$ cat src/rtl/host_if_pkg.sv
// Purpose: Shared constants for the host system interface of the Ethernet controller.
// Assumes: Registers sit at the host addresses of a 16-address window.
// Notes: Bit positions follow the link control register layout.
package host_if_pkg;
  // Host address window
  localparam logic [3:0] ADDR_CFG_SIX = 4'h6;
  localparam logic [3:0] ADDR_CFG_SEVEN = 4'h7;
  localparam logic [3:0] ADDR_STATUS_ONE = 4'h1;
  localparam logic [3:0] ADDR_INT_ENABLE = 4'h3;
  localparam logic [3:0] ADDR_DATA_PORT = 4'h8;
  localparam logic [3:0] ADDR_DMA_ENABLE = 4'hc;
  // Field positions
  localparam int LINK_DISABLE_BIT = 7;
  localparam int WIDTH_BIT = 5;
  localparam int BUF_SIZE_BIT = 1;
  localparam int POWER_DOWN_N_BIT = 5;
  localparam int BANK_LSB = 2;
  localparam int SWAP_BIT = 0;
  localparam int DMA_DONE_BIT = 5;
  localparam int DMA_INT_EN_BIT = 5;
  localparam int TX_DMA_EN_BIT = 0;
  localparam int RX_DMA_EN_BIT = 1;
  // Bank codes
  localparam logic [1:0] BANK_NODE_ID = 2'h0;
  localparam logic [1:0] BANK_HASH = 2'h1;
  localparam logic [1:0] BANK_BUFFER = 2'h2;
  // Reset values: 8-bit mode, running, node id bank
  localparam logic [7:0] CFG_SIX_RESET = 8'h20;
  localparam logic [7:0] CFG_SEVEN_RESET = 8'h20;
  // Buffer sizes in bytes, address widths
  localparam int BUF_SMALL_BYTES = 8192;
  localparam int BUF_LARGE_BYTES = 32768;
  localparam int BUF_ADDR_W = 15;
  localparam logic [14:0] BUF_SMALL_MASK = 15'(BUF_SMALL_BYTES - 1);
  localparam logic [14:0] BUF_LARGE_MASK = 15'(BUF_LARGE_BYTES - 1);
  // Data FIFO
  localparam int FIFO_WIDTH = 16;
  localparam int FIFO_DEPTH = 8;
endpackage

$ cat src/rtl/host_system_if.sv
// Purpose: Host system interface: bus width, byte order, banked registers,
//   buffer data port with FIFOs, DMA handshake, SRAM size and power down.
// Assumes: Host strobes are one-cycle pulses synchronous to i_clock.
// Notes: Function
// Function
// [RULE1] Buffer size bit picks 8 or 32 kbytes
// [RULE2] Power down after link disable, bit low
// [RULE3] Writing one or reset leaves power down
// [RULE4] Registers hold their value in power down
// [RULE5] Width bit one gives 8 bits
// [RULE6] Width indicator is inverse of width bit
// [RULE7] Reset enters 8-bit bus mode
// [RULE8] Swap word bytes when order bit set
// [RULE9] Swap only in 16-bit mode
// [RULE10] Swap only buffer port data, headers included
// [RULE11] Four sets of eight, byte or word
// [RULE12] Link control set always at 00H-07H
// [RULE13] Bank field maps one set at 08H
// [RULE14] Bank 10 presents buffer port at 08H
// [RULE15] Host normally leaves buffer set selected
// [RULE16] DMA acknowledge forces buffer port access
// [RULE17] Separate transmit and receive FIFOs, own pointers
// [RULE18] Word mode needs word buffer access
// [RULE19] Single and burst DMA by request/acknowledge
// [RULE20] End of process finishes cycle, stops DMA
// [RULE21] DMA interrupt when enabled and done
// [RULE22] One done flag, one request pair
// [RULE23] End of process sets done, stops requests
// [RULE24] Zero to DMA enable resets DMA logic
// [RULE25] Bank 00 node id, 01 hash, 11 reserved
`timescale 1ns/1ps
`default_nettype none
module host_system_if (
  // Clock and reset
  input wire logic i_clock,
  input wire logic i_sys_rst,
  // Host register bus
  input wire logic [3:0] i_addr,
  input wire logic i_write,
  input wire logic i_read,
  input wire logic i_word,
  input wire logic [15:0] i_wdata,
  output logic [15:0] o_rdata,
  output logic o_rvalid,
  // DMA handshake
  output logic o_dma_request,
  input wire logic i_dma_acknowledge,
  input wire logic i_end_of_process,
  output logic o_irq,
  // Local buffer SRAM side
  output logic [14:0] o_buf_addr,
  output logic [7:0] o_buf_wdata,
  output logic o_buf_we,
  input wire logic [7:0] i_buf_rdata,
  // Status pins
  output logic o_width_indicator,
  output logic o_link_disable,
  output logic o_clock_stop
);
  logic [7:0] link_control_set [8];
  logic [7:0] node_id_set [8];
  logic [7:0] multicast_hash_set [8];
  logic [7:0] buf_port_set [8];
  logic [7:0] cfg_six;
  logic [7:0] cfg_seven;
  logic byte_mode;
  logic swap_on;
  logic [1:0] bank;
  logic port_hit;
  logic [2:0] idx;
  logic [15:0] port_wdata;
  logic [15:0] port_rdata;
  logic dma_running_reg;
  logic dma_done_flag_reg;
  logic [14:0] tx_ptr_reg;
  logic [14:0] rx_ptr_reg;
  logic [14:0] size_mask;
  logic tx_in_ready;
  logic tx_out_valid;
  logic [15:0] tx_out_data;
  logic rx_in_ready;
  logic rx_out_valid;
  logic [15:0] rx_out_data;
  logic rx_load_valid;
  logic [15:0] rx_load_data;
  logic tx_pop;
  logic rx_pop;
  logic high_phase_reg;
  // Word mode sends each transmit word as two bytes, this marks the second
  logic tx_high_reg;
  logic [7:0] rx_low_reg;
  logic rx_fill_phase_reg;

  typedef enum logic [2:0] {
    PWR_RUN = 3'b001,
    PWR_DOWN = 3'b010,
    PWR_WAKE = 3'b100
  } power_state_type;
  power_state_type power_reg;

  // Byte lanes of a buffer port word, swapped only in word mode
  function automatic logic [15:0] order_word(input logic [15:0] w, input logic sw);
    order_word = sw ? {w[7:0], w[15:8]} : w;
  endfunction

  assign cfg_six = link_control_set[6];
  assign cfg_seven = link_control_set[7];
  assign byte_mode = cfg_six[host_if_pkg::WIDTH_BIT]; // [RULE5]
  assign swap_on = cfg_seven[host_if_pkg::SWAP_BIT] && !byte_mode; // [RULE8] [RULE9]
  assign bank = cfg_seven[host_if_pkg::BANK_LSB +: 2];
  assign idx = i_addr[2:0];
  // [RULE14] [RULE16]
  assign port_hit = i_dma_acknowledge ||
    (i_addr == host_if_pkg::ADDR_DATA_PORT && bank == host_if_pkg::BANK_BUFFER);
  assign port_wdata = order_word(i_wdata, swap_on); // [RULE10]
  assign port_rdata = order_word(rx_out_data, swap_on); // [RULE10]
  // [RULE1]
  assign size_mask = cfg_six[host_if_pkg::BUF_SIZE_BIT] ?
    host_if_pkg::BUF_LARGE_MASK : host_if_pkg::BUF_SMALL_MASK;
  // Host pops a word in word mode, a byte pair on two reads in byte mode
  assign rx_pop = i_read && port_hit && power_reg == PWR_RUN &&
    (!byte_mode || high_phase_reg);

  // [RULE17] Transmit direction FIFO
  data_fifo #(.WIDTH(host_if_pkg::FIFO_WIDTH), .DEPTH(host_if_pkg::FIFO_DEPTH)) tx_fifo (
    .i_clock(i_clock),
    .i_sys_rst(i_sys_rst),
    .i_in_valid(i_write && port_hit && power_reg == PWR_RUN),
    .o_in_ready(tx_in_ready),
    .i_in_data(port_wdata),
    .o_out_valid(tx_out_valid),
    .i_out_ready(tx_pop),
    .o_out_data(tx_out_data)
  );

  // [RULE17] Receive direction FIFO
  data_fifo #(.WIDTH(host_if_pkg::FIFO_WIDTH), .DEPTH(host_if_pkg::FIFO_DEPTH)) rx_fifo (
    .i_clock(i_clock),
    .i_sys_rst(i_sys_rst),
    .i_in_valid(rx_load_valid),
    .o_in_ready(rx_in_ready),
    .i_in_data(rx_load_data),
    .o_out_valid(rx_out_valid),
    .i_out_ready(rx_pop),
    .o_out_data(rx_out_data)
  );

  // Power sequencing; registers are never touched by this process
  always_ff @(posedge i_clock) begin
    if (i_sys_rst) begin
      power_reg <= PWR_RUN; // [RULE3]
    end else begin
      case (power_reg)
        PWR_RUN: begin
          // [RULE2]
          if (i_write && !port_hit && i_addr == host_if_pkg::ADDR_CFG_SEVEN &&
              !i_wdata[host_if_pkg::POWER_DOWN_N_BIT] &&
              cfg_six[host_if_pkg::LINK_DISABLE_BIT]) begin
            power_reg <= PWR_DOWN;
          end
        end
        PWR_DOWN: begin
          if (i_write && !port_hit && i_addr == host_if_pkg::ADDR_CFG_SEVEN &&
              i_wdata[host_if_pkg::POWER_DOWN_N_BIT]) begin
            power_reg <= PWR_WAKE; // [RULE3]
          end
        end
        PWR_WAKE: power_reg <= PWR_RUN;
        default: power_reg <= PWR_RUN;
      endcase
    end
  end

  // Register file; power down leaves contents intact
  always_ff @(posedge i_clock) begin
    if (i_sys_rst) begin
      for (int i = 0; i < 8; i++) begin
        link_control_set[i] <= 8'h00;
        node_id_set[i] <= 8'h00;
        multicast_hash_set[i] <= 8'h00;
        buf_port_set[i] <= 8'h00;
      end
      link_control_set[6] <= host_if_pkg::CFG_SIX_RESET; // [RULE7]
      link_control_set[7] <= host_if_pkg::CFG_SEVEN_RESET;
    end else if (i_write && !port_hit) begin
      // [RULE11] [RULE12] [RULE13] [RULE25]
      if (power_reg != PWR_RUN) begin
        // Only the wake bit acts while stopped [RULE4]
        if (i_addr == host_if_pkg::ADDR_CFG_SEVEN && i_wdata[host_if_pkg::POWER_DOWN_N_BIT]) begin
          link_control_set[7][host_if_pkg::POWER_DOWN_N_BIT] <= 1'b1;
        end
      end else if (!i_addr[3]) begin
        link_control_set[idx] <= i_wdata[7:0];
        if (i_word && !idx[0]) begin
          link_control_set[idx + 3'd1] <= i_wdata[15:8];
        end
      end else begin
        case (bank)
          host_if_pkg::BANK_NODE_ID: begin
            node_id_set[idx] <= i_wdata[7:0];
            if (i_word && !idx[0]) begin
              node_id_set[idx + 3'd1] <= i_wdata[15:8];
            end
          end
          host_if_pkg::BANK_HASH: begin
            multicast_hash_set[idx] <= i_wdata[7:0];
            if (i_word && !idx[0]) begin
              multicast_hash_set[idx + 3'd1] <= i_wdata[15:8];
            end
          end
          host_if_pkg::BANK_BUFFER: begin
            buf_port_set[idx] <= i_wdata[7:0];
            if (i_word && !idx[0]) begin
              buf_port_set[idx + 3'd1] <= i_wdata[15:8];
            end
          end
          default: ;
        endcase
      end
    end
  end

  // DMA control; one done flag serves both directions
  always_ff @(posedge i_clock) begin
    if (i_sys_rst) begin
      dma_running_reg <= 1'b0;
      dma_done_flag_reg <= 1'b0;
    end else if (i_write && !port_hit && i_addr[3] && bank == host_if_pkg::BANK_BUFFER &&
                 idx == host_if_pkg::ADDR_DMA_ENABLE[2:0] && i_wdata[7:0] == 8'h00) begin
      dma_running_reg <= 1'b0; // [RULE24]
      dma_done_flag_reg <= 1'b0;
    end else begin
      if (i_dma_acknowledge && i_end_of_process && (i_read || i_write)) begin
        dma_done_flag_reg <= 1'b1; // [RULE20] [RULE23] [RULE22]
        dma_running_reg <= 1'b0;
      end else if (!dma_done_flag_reg &&
                   (buf_port_set[4][host_if_pkg::TX_DMA_EN_BIT] ||
                    buf_port_set[4][host_if_pkg::RX_DMA_EN_BIT])) begin
        dma_running_reg <= 1'b1;
      end
    end
  end

  // Request while the enabled direction can move data [RULE19]
  always_ff @(posedge i_clock) begin
    if (i_sys_rst) begin
      o_dma_request <= 1'b0;
    end else begin
      o_dma_request <= dma_running_reg && !dma_done_flag_reg && power_reg == PWR_RUN &&
        !(i_end_of_process && i_dma_acknowledge) && // [RULE23]
        ((buf_port_set[4][host_if_pkg::TX_DMA_EN_BIT] && tx_in_ready) ||
         (buf_port_set[4][host_if_pkg::RX_DMA_EN_BIT] && rx_out_valid));
    end
  end

  always_ff @(posedge i_clock) begin
    if (i_sys_rst) begin
      o_irq <= 1'b0;
    end else begin
      o_irq <= dma_done_flag_reg &&
        link_control_set[3][host_if_pkg::DMA_INT_EN_BIT]; // [RULE21]
    end
  end

  // Byte mode pairs two port reads into one FIFO word, low byte first
  always_ff @(posedge i_clock) begin
    if (i_sys_rst || !byte_mode) begin
      high_phase_reg <= 1'b0;
    end else if (i_read && port_hit && power_reg == PWR_RUN) begin
      high_phase_reg <= !high_phase_reg;
    end
  end

  // Host read data
  always_ff @(posedge i_clock) begin
    if (i_sys_rst) begin
      o_rdata <= 16'h0000;
      o_rvalid <= 1'b0;
    end else begin
      o_rvalid <= i_read;
      if (i_read) begin
        if (port_hit) begin
          o_rdata <= byte_mode ?
            {8'h00, high_phase_reg ? rx_out_data[15:8] : rx_out_data[7:0]} : port_rdata;
        end else if (!i_addr[3]) begin
          o_rdata <= {link_control_set[idx | 3'd1], link_control_set[idx]};
          if (idx == host_if_pkg::ADDR_STATUS_ONE[2:0]) begin
            o_rdata <= {8'h00, 2'b00, dma_done_flag_reg, 5'h00};
          end
        end else begin
          case (bank)
            host_if_pkg::BANK_NODE_ID: o_rdata <= {node_id_set[idx | 3'd1], node_id_set[idx]};
            host_if_pkg::BANK_HASH: o_rdata <= {multicast_hash_set[idx | 3'd1],
                                                multicast_hash_set[idx]};
            host_if_pkg::BANK_BUFFER: o_rdata <= {buf_port_set[idx | 3'd1], buf_port_set[idx]};
            default: o_rdata <= 16'h0000;
          endcase
        end
        if (!i_word && !port_hit) begin
          o_rdata[15:8] <= 8'h00;
        end
      end
    end
  end

  // Buffer side: drain transmit FIFO and fill receive FIFO, one byte per cycle
  // A word leaves the FIFO on the same edge its last byte is sent to the buffer
  assign tx_pop = tx_out_valid && power_reg == PWR_RUN && (byte_mode || tx_high_reg);
  assign rx_load_valid = rx_fill_phase_reg && rx_in_ready;
  assign rx_load_data = {i_buf_rdata, rx_low_reg};

  always_ff @(posedge i_clock) begin
    if (i_sys_rst) begin
      tx_ptr_reg <= 15'h0000;
      rx_ptr_reg <= 15'h0000;
      rx_low_reg <= 8'h00;
      rx_fill_phase_reg <= 1'b0;
      tx_high_reg <= 1'b0;
      o_buf_addr <= 15'h0000;
      o_buf_wdata <= 8'h00;
      o_buf_we <= 1'b0;
    end else begin
      o_buf_we <= 1'b0;
      if (power_reg != PWR_RUN) begin
        o_buf_we <= 1'b0;
      end else if (tx_out_valid) begin
        // Transmit word written low byte then high in word mode, low byte only in byte mode, pointer wraps at size
        o_buf_addr <= tx_ptr_reg & size_mask; // [RULE17]
        o_buf_wdata <= tx_high_reg ? tx_out_data[15:8] : tx_out_data[7:0];
        o_buf_we <= 1'b1;
        tx_high_reg <= !byte_mode && !tx_high_reg;
        tx_ptr_reg <= (tx_ptr_reg + 15'd1) & size_mask;
      end else if (rx_in_ready) begin
        o_buf_addr <= rx_ptr_reg & size_mask;
        rx_low_reg <= i_buf_rdata;
        rx_fill_phase_reg <= !rx_fill_phase_reg;
        rx_ptr_reg <= (rx_ptr_reg + 15'd1) & size_mask;
      end
    end
  end

  always_ff @(posedge i_clock) begin
    if (i_sys_rst) begin
      o_width_indicator <= 1'b0;
      o_link_disable <= 1'b0;
      o_clock_stop <= 1'b0;
    end else begin
      o_width_indicator <= !byte_mode; // [RULE6]
      o_link_disable <= cfg_six[host_if_pkg::LINK_DISABLE_BIT];
      o_clock_stop <= (power_reg == PWR_DOWN); // [RULE2]
    end
  end
endmodule
`default_nettype wire

$ cat src/rtl/data_fifo.sv
// Purpose: Synchronous valid/ready FIFO for buffer port data.
// Assumes: One clock, synchronous active-high reset.
// Notes: Full and empty come from a separate occupancy count.
`timescale 1ns/1ps
`default_nettype none
module data_fifo #(
  parameter int WIDTH = 16,
  parameter int DEPTH = 8
) (
  // Clock and reset
  input wire logic i_clock,
  input wire logic i_sys_rst,
  // Fill side
  input wire logic i_in_valid,
  output logic o_in_ready,
  input wire logic [WIDTH-1:0] i_in_data,
  // Drain side
  output logic o_out_valid,
  input wire logic i_out_ready,
  output logic [WIDTH-1:0] o_out_data
);
  localparam int AW = $clog2(DEPTH);
  logic [WIDTH-1:0] mem [DEPTH];
  logic [AW-1:0] wr_ptr_reg;
  logic [AW-1:0] rd_ptr_reg;
  logic [AW:0] count_reg;
  logic push;
  logic pop;

  assign o_in_ready = (count_reg != (AW+1)'(DEPTH));
  assign o_out_valid = (count_reg != '0);
  assign o_out_data = mem[rd_ptr_reg];
  assign push = i_in_valid && o_in_ready;
  assign pop = o_out_valid && i_out_ready;

  always_ff @(posedge i_clock) begin
    if (push) begin
      mem[wr_ptr_reg] <= i_in_data;
    end
  end

  always_ff @(posedge i_clock) begin
    if (i_sys_rst) begin
      wr_ptr_reg <= '0;
      rd_ptr_reg <= '0;
      count_reg <= '0;
    end else begin
      if (push) begin
        wr_ptr_reg <= (wr_ptr_reg == AW'(DEPTH-1)) ? '0 : wr_ptr_reg + 1'b1;
      end
      if (pop) begin
        rd_ptr_reg <= (rd_ptr_reg == AW'(DEPTH-1)) ? '0 : rd_ptr_reg + 1'b1;
      end
      if (push && !pop) begin
        count_reg <= count_reg + 1'b1;
      end else if (pop && !push) begin
        count_reg <= count_reg - 1'b1;
      end
    end
  end
endmodule
`default_nettype wire

$ cat config.mk
export PLATFORM = sky130hd
export DESIGN_NAME = host_system_if
export DESIGN_NICKNAME = d
export VERILOG_FILES = /design/src/rtl/host_if_pkg.sv /design/src/rtl/host_system_if.sv /design/src/rtl/data_fifo.sv
export SDC_FILE = /design/constraint.sdc
export NUM_CORES = 1
export LEC_CHECK = 0
export BUFFER_PORTS_ARGS = -buffer_cell sky130_fd_sc_hd__buf_2
export CAP_MARGIN = 20
export CORE_MARGIN = 1.5
export CORE_UTILIZATION = 40
export DETAILED_ROUTE_END_ITERATION = 10
export SYNTH_ARGS = -nofsm -noshare
export SYNTH_HDL_FRONTEND = slang
export SYNTH_SLANG_ARGS = --single-unit
$ cat constraint.sdc
create_clock -name i_clock -period 5.77 [get_ports i_clock]
set_input_delay 0 -clock i_clock [delete_from_list [all_inputs] [get_ports i_clock]]
set_output_delay 0 -clock i_clock [all_outputs]
set_load 0.02 [all_outputs]
==> flow_metrics.py, run 1 <==
metrics = {
    "status": {
        "outcome": "complete, no violations",
    },
    "worst_setup_path": {
        "required_ps": 6300,
        "rr_worst_depth": 12,
        "end_kind": "flip-flop",
        "arrival_ps": 4410,
        "cp_max_fo": 11,
        "start_kind": "flip-flop",
        "worstSetupPathType": "reg -> reg",
    },
    "clocking": {
        "clock_sinks": 630,
        "clockBufferDepth": 3,
        "post_cts_buffers": 0,
        "cts-root-buf": "clkbuf_16",
        "tritoncts": "yes",
        "clk_latency_ps": 630,
        "clk_pin_slew_ps": 60,
        "cts_made_buffers": 68,
        "htree_num_levels": 3,
    },
    "logic_synthesis": {
        "ys_types": 83,
        "synthArstFlopShare": 0,
        "ys_ff_latch": 630,
        "synth_cells": 2030,
        "ys.flop_type": "edfxtp_1",
        "ys_warn_count": 0,
        "syn_avg_cell_area_um2": 14.3,
        "synth_edf_count": 512,
        "netlist_area_um2": 28900,
        "synth_nets": 2086,
        "ys_seq_area_frac": 0.613,
    },
    "place": {
        "hpwl_um": 54300,
        "io_buffers": 80,
        "dp.cells": 2953,
        "gp_congestion": 0.907,
    },
    "power": {
        "pwr-share-seq": 0.472,
        "p_clk_frac": 0.361,
        "power.density_nw_per_um2": 357,
        "p_switching_mw": 3.23,
        "switching_share": 0.278,
        "total_leakage_power_nw": 11.1,
        "ir_drop_mv": 0.256,
        "intPower_mw": 8.41,
        "p_comb_frac": 0.167,
    },
    "global_route": {
        "gr-total-overflow": 0,
        "first_global_vias": 18317,
        "grt_max_degree": 72,
        "groute.usage.overall": 0.225,
        "grt_pass1_wl_um": 122000,
        "antenna_found_initial": 5,
    },
    "finish": {
        "drive_above_1_share": 0.222,
        "final_common_cell": "edfxtp_1",
        "layout_common_cells": "512 x edfxtp_1, 150 x nand2_1, 134 x mux4_2, 131 x and2_1, 129 x a22o_1",
        "final_cells": 3090,
        "largestRegisters": "rx_fifo.mem (128), tx_fifo.mem (128)",
        "fin_nets": 2146,
        "syn_to_final_growth_pct": 12.7,
        "fill_cells": 6303,
    },
    "sta": {
        "worst_slew_pin_slew_ps": 1190,
        "slew_violations": 0,
        "fin_tns_setup_ps": 0,
        "hold_viol": 0,
        "fmax_ghz": 0.257,
        "max_slew_margin": 0.208,
        "fin_crit_sh": 0.674,
        "finalCriticalPeriod_ps": 3890,
        "rsz0062_at_grt": "false",
        "final-setup-viol-count": 0,
        "timing.hold.ws_ps": 40.5,
        "fin_skew_ps": 36.1,
    },
    "routing": {
        "dr.pass1.iters": 5,
        "wl_met2_um": 38100,
        "wl_per_cell_um": 27.0,
        "ant_nets": 0,
        "routed_via_density": 5.99,
        "m1WireLength_um": 34900,
        "vias": 18503,
        "highest_layer": "met5",
        "first_iter_violations": 2241,
        "wl_um": 83600,
        "drcViolationCount": 0,
        "met3_length_um": 7530,
    },
    "floorplan": {
        "die_w_um": 272,
        "initial_core_util": 0.405,
        "io_pins": 81,
        "row_count": 98,
        "die_y_um": 272,
        "core_area_um2": 71500,
        "dieArea_um2": 74000,
    },
    "hold_path": {
        "hold_path_class": "in -> reg",
        "min_path_cells": 4,
    },
    "run": {
        "drv_cap": 0,
    },
}
worst paths after layout:
path	from	end	slack [ps]
max	link_control_set[7][2]	tx_fifo.count_reg[3]	1880
min	i_addr[3]	o_rdata[5]	40
max reg2reg	link_control_set[7][2]	tx_fifo.count_reg[3]	1880
min reg2reg	dma_running_reg	o_dma_request	460
per-layer routing:
layer  track usage  vias to the layer above
met2         0.345                      906
li1              -                     8014
met3        0.0514                      177
met1         0.311                     9402
met4        0.0844                        4
met5             0                        -
critical path, cell delays in order, from the launching register on:
cell      delay (ps)
edfxtp_1         560
and4bb_2         470
a21o_1           450
nand4_1          530
inv_1            280
ha_1             220
inv_1             90
ha_1             290
a21o_1           180
a21oi_1          180
xnor2_1          100
or3_1            300
a21oi_1          140
power groups by stage:
stage                     Clock [mW]  Combinational (mW)  Sequential (mW)
after floorplan                    0                1.30             5.55
after global placement             0                1.89             5.57
after detailed placement           0                1.94             5.58
after CTS                       4.27                1.95             5.49
after global routing            4.43                2.11             5.52
final                           4.21                1.94             5.49
synthesized netlist by cell type (6+ instances only):
master    number  area (um^2)
dfxtp_1      118         2360
a21oi_1       61          305
buf_1         16         60.1
xor2_1        10         87.6
o211ai_1       8         60.1
a211oi_1      13         97.6
a22o_1       129         1130
or3_1         30          188
nor2_4         8         90.1
nor3b_1       10         75.1
or2_2         18          113
nor2b_1       12         75.1
a22oi_1        9         67.6
mux4_2       134         3020
nand2_1      150          563
nor4_1         9         56.3
a21o_1         8         60.1
nand2b_1      16          100
o21ai_0       17         85.1
o22ai_1        9         56.3
clkbuf_1      83          312
a311oi_1      12          105
nand3b_1      10         75.1
and2_1       131          820
a221o_1        9         90.1
nor2_2        12         75.1
inv_1         20         75.1
mux2_2        45          507
nor2_1       108          405
nor4b_1        6         52.6
and3_1         6         37.5
buf_2         45          225
and3b_1        6         52.6
xnor2_1       23          201
ha_1          19          238
a221oi_1      14          123
nand3_1       15         75.1
nor3_1        33          165
buf_4          6         45.0
edfxtp_1     512        15400
nand4_1       11         68.8
mux2i_1       45          450
metrics by stage:
stage | power (mW) | area (um^2) | setup slack, ps | utilization
floorplan | 6.85 | 28900 | 1650 | -
global placement | 7.45 | 30300 | 1930 | 0.424
detailed placement | 7.52 | 30300 | 1870 | 0.424
CTS | 11.7 | 32600 | 1940 | 0.456
global route | 12.1 | 32600 | 1630 | 0.456
finish | 11.6 | 32600 | 1880 | 0.456
cell type report:
class	count	area (um^2)	share of cell area
diodes	1	2.50	0.0000768
clock buffers	88	1820	0.0558
clock inverters	31	298	0.00914
inverters	21	78.8	0.00242
multi-input cells	1228	10500	0.324
flip-flops and latches	630	17700	0.544
well taps	950	1190	0.0365
repair buffers	141	920	0.0282
kinds of logic (layout without fill, tap and decap cells):
group / after synthesis / in the layout / synth area share
adder cells (fa/ha/maj): 21 / 21 / 0.00960
AO/OA/AOI/OAI: 329 / 329 / 0.0879
AND/OR/NAND/NOR: 621 / 621 / 0.117
buffers and inverters: 172 / 281 / 0.0251
flip-flops: 630 / 630 / 0.613
XOR/XNOR: 33 / 33 / 0.00999
multiplexers: 224 / 224 / 0.137
other: 0 / 1 / 0
what timing repair did:
action,in CTS,in global routing
endpoints found under the hold margin,89,0
hold buffers,16,0
gates resized for setup,0,0
No activity file was read; power rests on OpenSTA's default activity.
==> run 2, diff against run 1 <==
==> constraint.sdc (replaced) <==
create_clock -name i_clock -period 3.4 [get_ports i_clock]
set_input_delay 0 -clock i_clock [delete_from_list [all_inputs] [get_ports i_clock]]
set_output_delay 0 -clock i_clock [all_outputs]
set_load 0.02 [all_outputs]
==> run 2 against run 1 <==
Effect of this change: final area grew 1.7%; fmax grew 29%; sequential share of layout area shrank 0.93 points; utilization grew 0.80 points; largest cell class unchanged; non-clock buffer count grew 46.
==> flow_metrics.py, run 2 (synthesis gave the netlist of run 1 again) <==
metrics = {
    "sta": {
        "fin_ws_ps": 392,
        "max_slew_margin": 0.399,
        "fin_skew_ps": 36.1,
        "rsz0062_at_grt": "false",
        "slew_violations": 0,
        "worst_slew_pin_slew_ps": 901,
        "final-setup-viol-count": 0,
        "fmax_ghz": 0.332,
        "fin_crit_sh": 0.885,
        "finalCriticalPeriod_ps": 3010,
        "hold_viol": 0,
        "fin_tns_setup_ps": 0,
        "timing.hold.ws_ps": 35.0,
    },
    "finish": {
        "fin_util": 0.464,
        "syn_to_final_growth_pct": 14.6,
        "fin_nets": 2193,
        "drive_above_1_share": 0.243,
        "largestRegisters": "rx_fifo.mem (128), tx_fifo.mem (128)",
        "diodes": 0,
        "multi_input_area_um2": 10600,
        "final_cells": 3140,
        "final_common_cell": "edfxtp_1",
        "fin_area_um2": 33200,
        "fill_cells": 6319,
        "layout_common_cells": "512 x edfxtp_1, 150 x nand2_1, 134 x mux4_2, 131 x and2_1, 129 x a22o_1",
        "ff_latch_area_um2": 17700,
    },
    "global_route": {
        "groute.usage.overall": 0.233,
        "first_global_vias": 18455,
        "antenna_found_initial": 4,
        "grt_max_degree": 106,
        "gr-total-overflow": 0,
        "grt_pass1_wl_um": 127000,
    },
    "routing": {
        "vias": 18708,
        "wl_per_cell_um": 27.7,
        "routed_via_density": 5.96,
        "dr.pass1.iters": 7,
        "ant_nets": 0,
        "drcViolationCount": 0,
        "first_iter_violations": 2342,
        "wl_um": 87000,
    },
    "status": {
        "outcome": "complete, no violations",
    },
    "worst_setup_path": {
        "crit_path_start": "link_control_set[7][2]",
        "path_buf_inv": 2,
        "arrival_ps": 3540,
        "timing.rr.start": "link_control_set[7][2]",
        "cp_max_fo": 5,
        "rr_endpoint": "tx_fifo.count_reg[3]",
        "worstSetupEndpoint": "tx_fifo.count_reg[3]",
        "end_kind": "flip-flop",
        "path_depth": 12,
        "crit_slowest_cell": "and4bb_2",
        "rrSetupSlack_ps": 390,
        "path_cells": "and4bb_2, a21o_1, nand4_1, inv_2, ha_1, inv_1, ha_1, a21o_1, a21oi_1, xnor2_1, or3_1, a21oi_1",
        "required_ps": 3940,
        "rr_worst_depth": 12,
        "start_kind": "flip-flop",
        "worstSetupPathType": "reg -> reg",
        "critical-path-top-delay-family": "simple AND/OR/NAND/NOR gates",
        "critPathMaxStageDelay_ps": 430,
    },
    "clocking": {
        "cts_made_buffers": 69,
        "cts-root-buf": "clkbuf_16",
        "tritoncts": "yes",
        "clock_sinks": 630,
        "clk_latency_ps": 620,
        "htree_num_levels": 3,
        "clockBufferDepth": 3,
        "clk_pin_slew_ps": 60,
    },
    "floorplan": {
        "dieArea_um2": 74000,
        "initial_core_util": 0.405,
        "io_pins": 81,
        "core_area_um2": 71500,
        "die_y_um": 272,
        "row_count": 98,
        "die_w_um": 272,
    },
    "power": {
        "total_leakage_power_nw": 11.5,
        "power.density_nw_per_um2": 610,
        "ir_drop_mv": 0.446,
        "total_power_mw": 20.2,
    },
    "place": {
        "gp_congestion": 0.959,
        "placed_area_um2": 30700,
        "place_ws_ps": 444,
        "hpwl_um": 58200,
        "dp.cells": 2995,
        "io_buffers": 80,
    },
    "hold_path": {
        "min_path_cells": 2,
        "hold_path_class": "in -> reg",
    },
    "run": {
        "drv_cap": 0,
    },
}
## run 2: per-layer routing
layer	global-route usage	routed length [um]
met1	0.321	35500
met2	0.368	40200
met3	0.0591	8770
met4	0.0661	2430
met5	0	50
## run 2: final cells by class
class | instances | area share
Inverter | 21 | 0.00238
Tap cell | 950 | 0.0358
Clock inverter | 36 | 0.0119
Multi-Input combinational cell | 1228 | 0.319
Clock buffer | 88 | 0.0564
Sequential cell | 630 | 0.535
Timing Repair Buffer | 187 | 0.0397
## run 2: where the power goes
| group | internal, mW | switching, mW | total (mW) |
|---|---|---|---|
| sequential | 8.91 | 0.394 | 9.30 |
| combinational | 1.39 | 2.09 | 3.48 |
| clock | 4.32 | 3.13 | 7.45 |
## run 2: worst reg2reg max path, delay by kind of cell, from the launching register on
family,cells,cell delay (ps)
flip-flops,1,390
adder cells (fa/ha/maj),2,490
XOR/XNOR,1,110
AO/OA/AOI/OAI,4,720
AND/OR/NAND/NOR,3,980
buffers and inverters,2,250
## run 2: worst min path at each step
| stage | from | to |
|---|---|---|
| after floorplan | i_buf_rdata[2] | rx_fifo.mem[0][10] |
| after global placement | i_buf_rdata[0] | rx_fifo.mem[6][8] |
| after detailed placement | i_buf_rdata[1] | rx_fifo.mem[7][9] |
| after CTS | i_wdata[0] | link_control_set[6][0] |
| after global routing | i_wdata[4] | link_control_set[4][4] |
| final | i_wdata[4] | link_control_set[4][4] |
## run 2: what timing repair did
item,CTS,global route
setup buffers,0,0
endpoints found under the hold margin,90,0
hold buffers,21,0
resized for setup,0,0
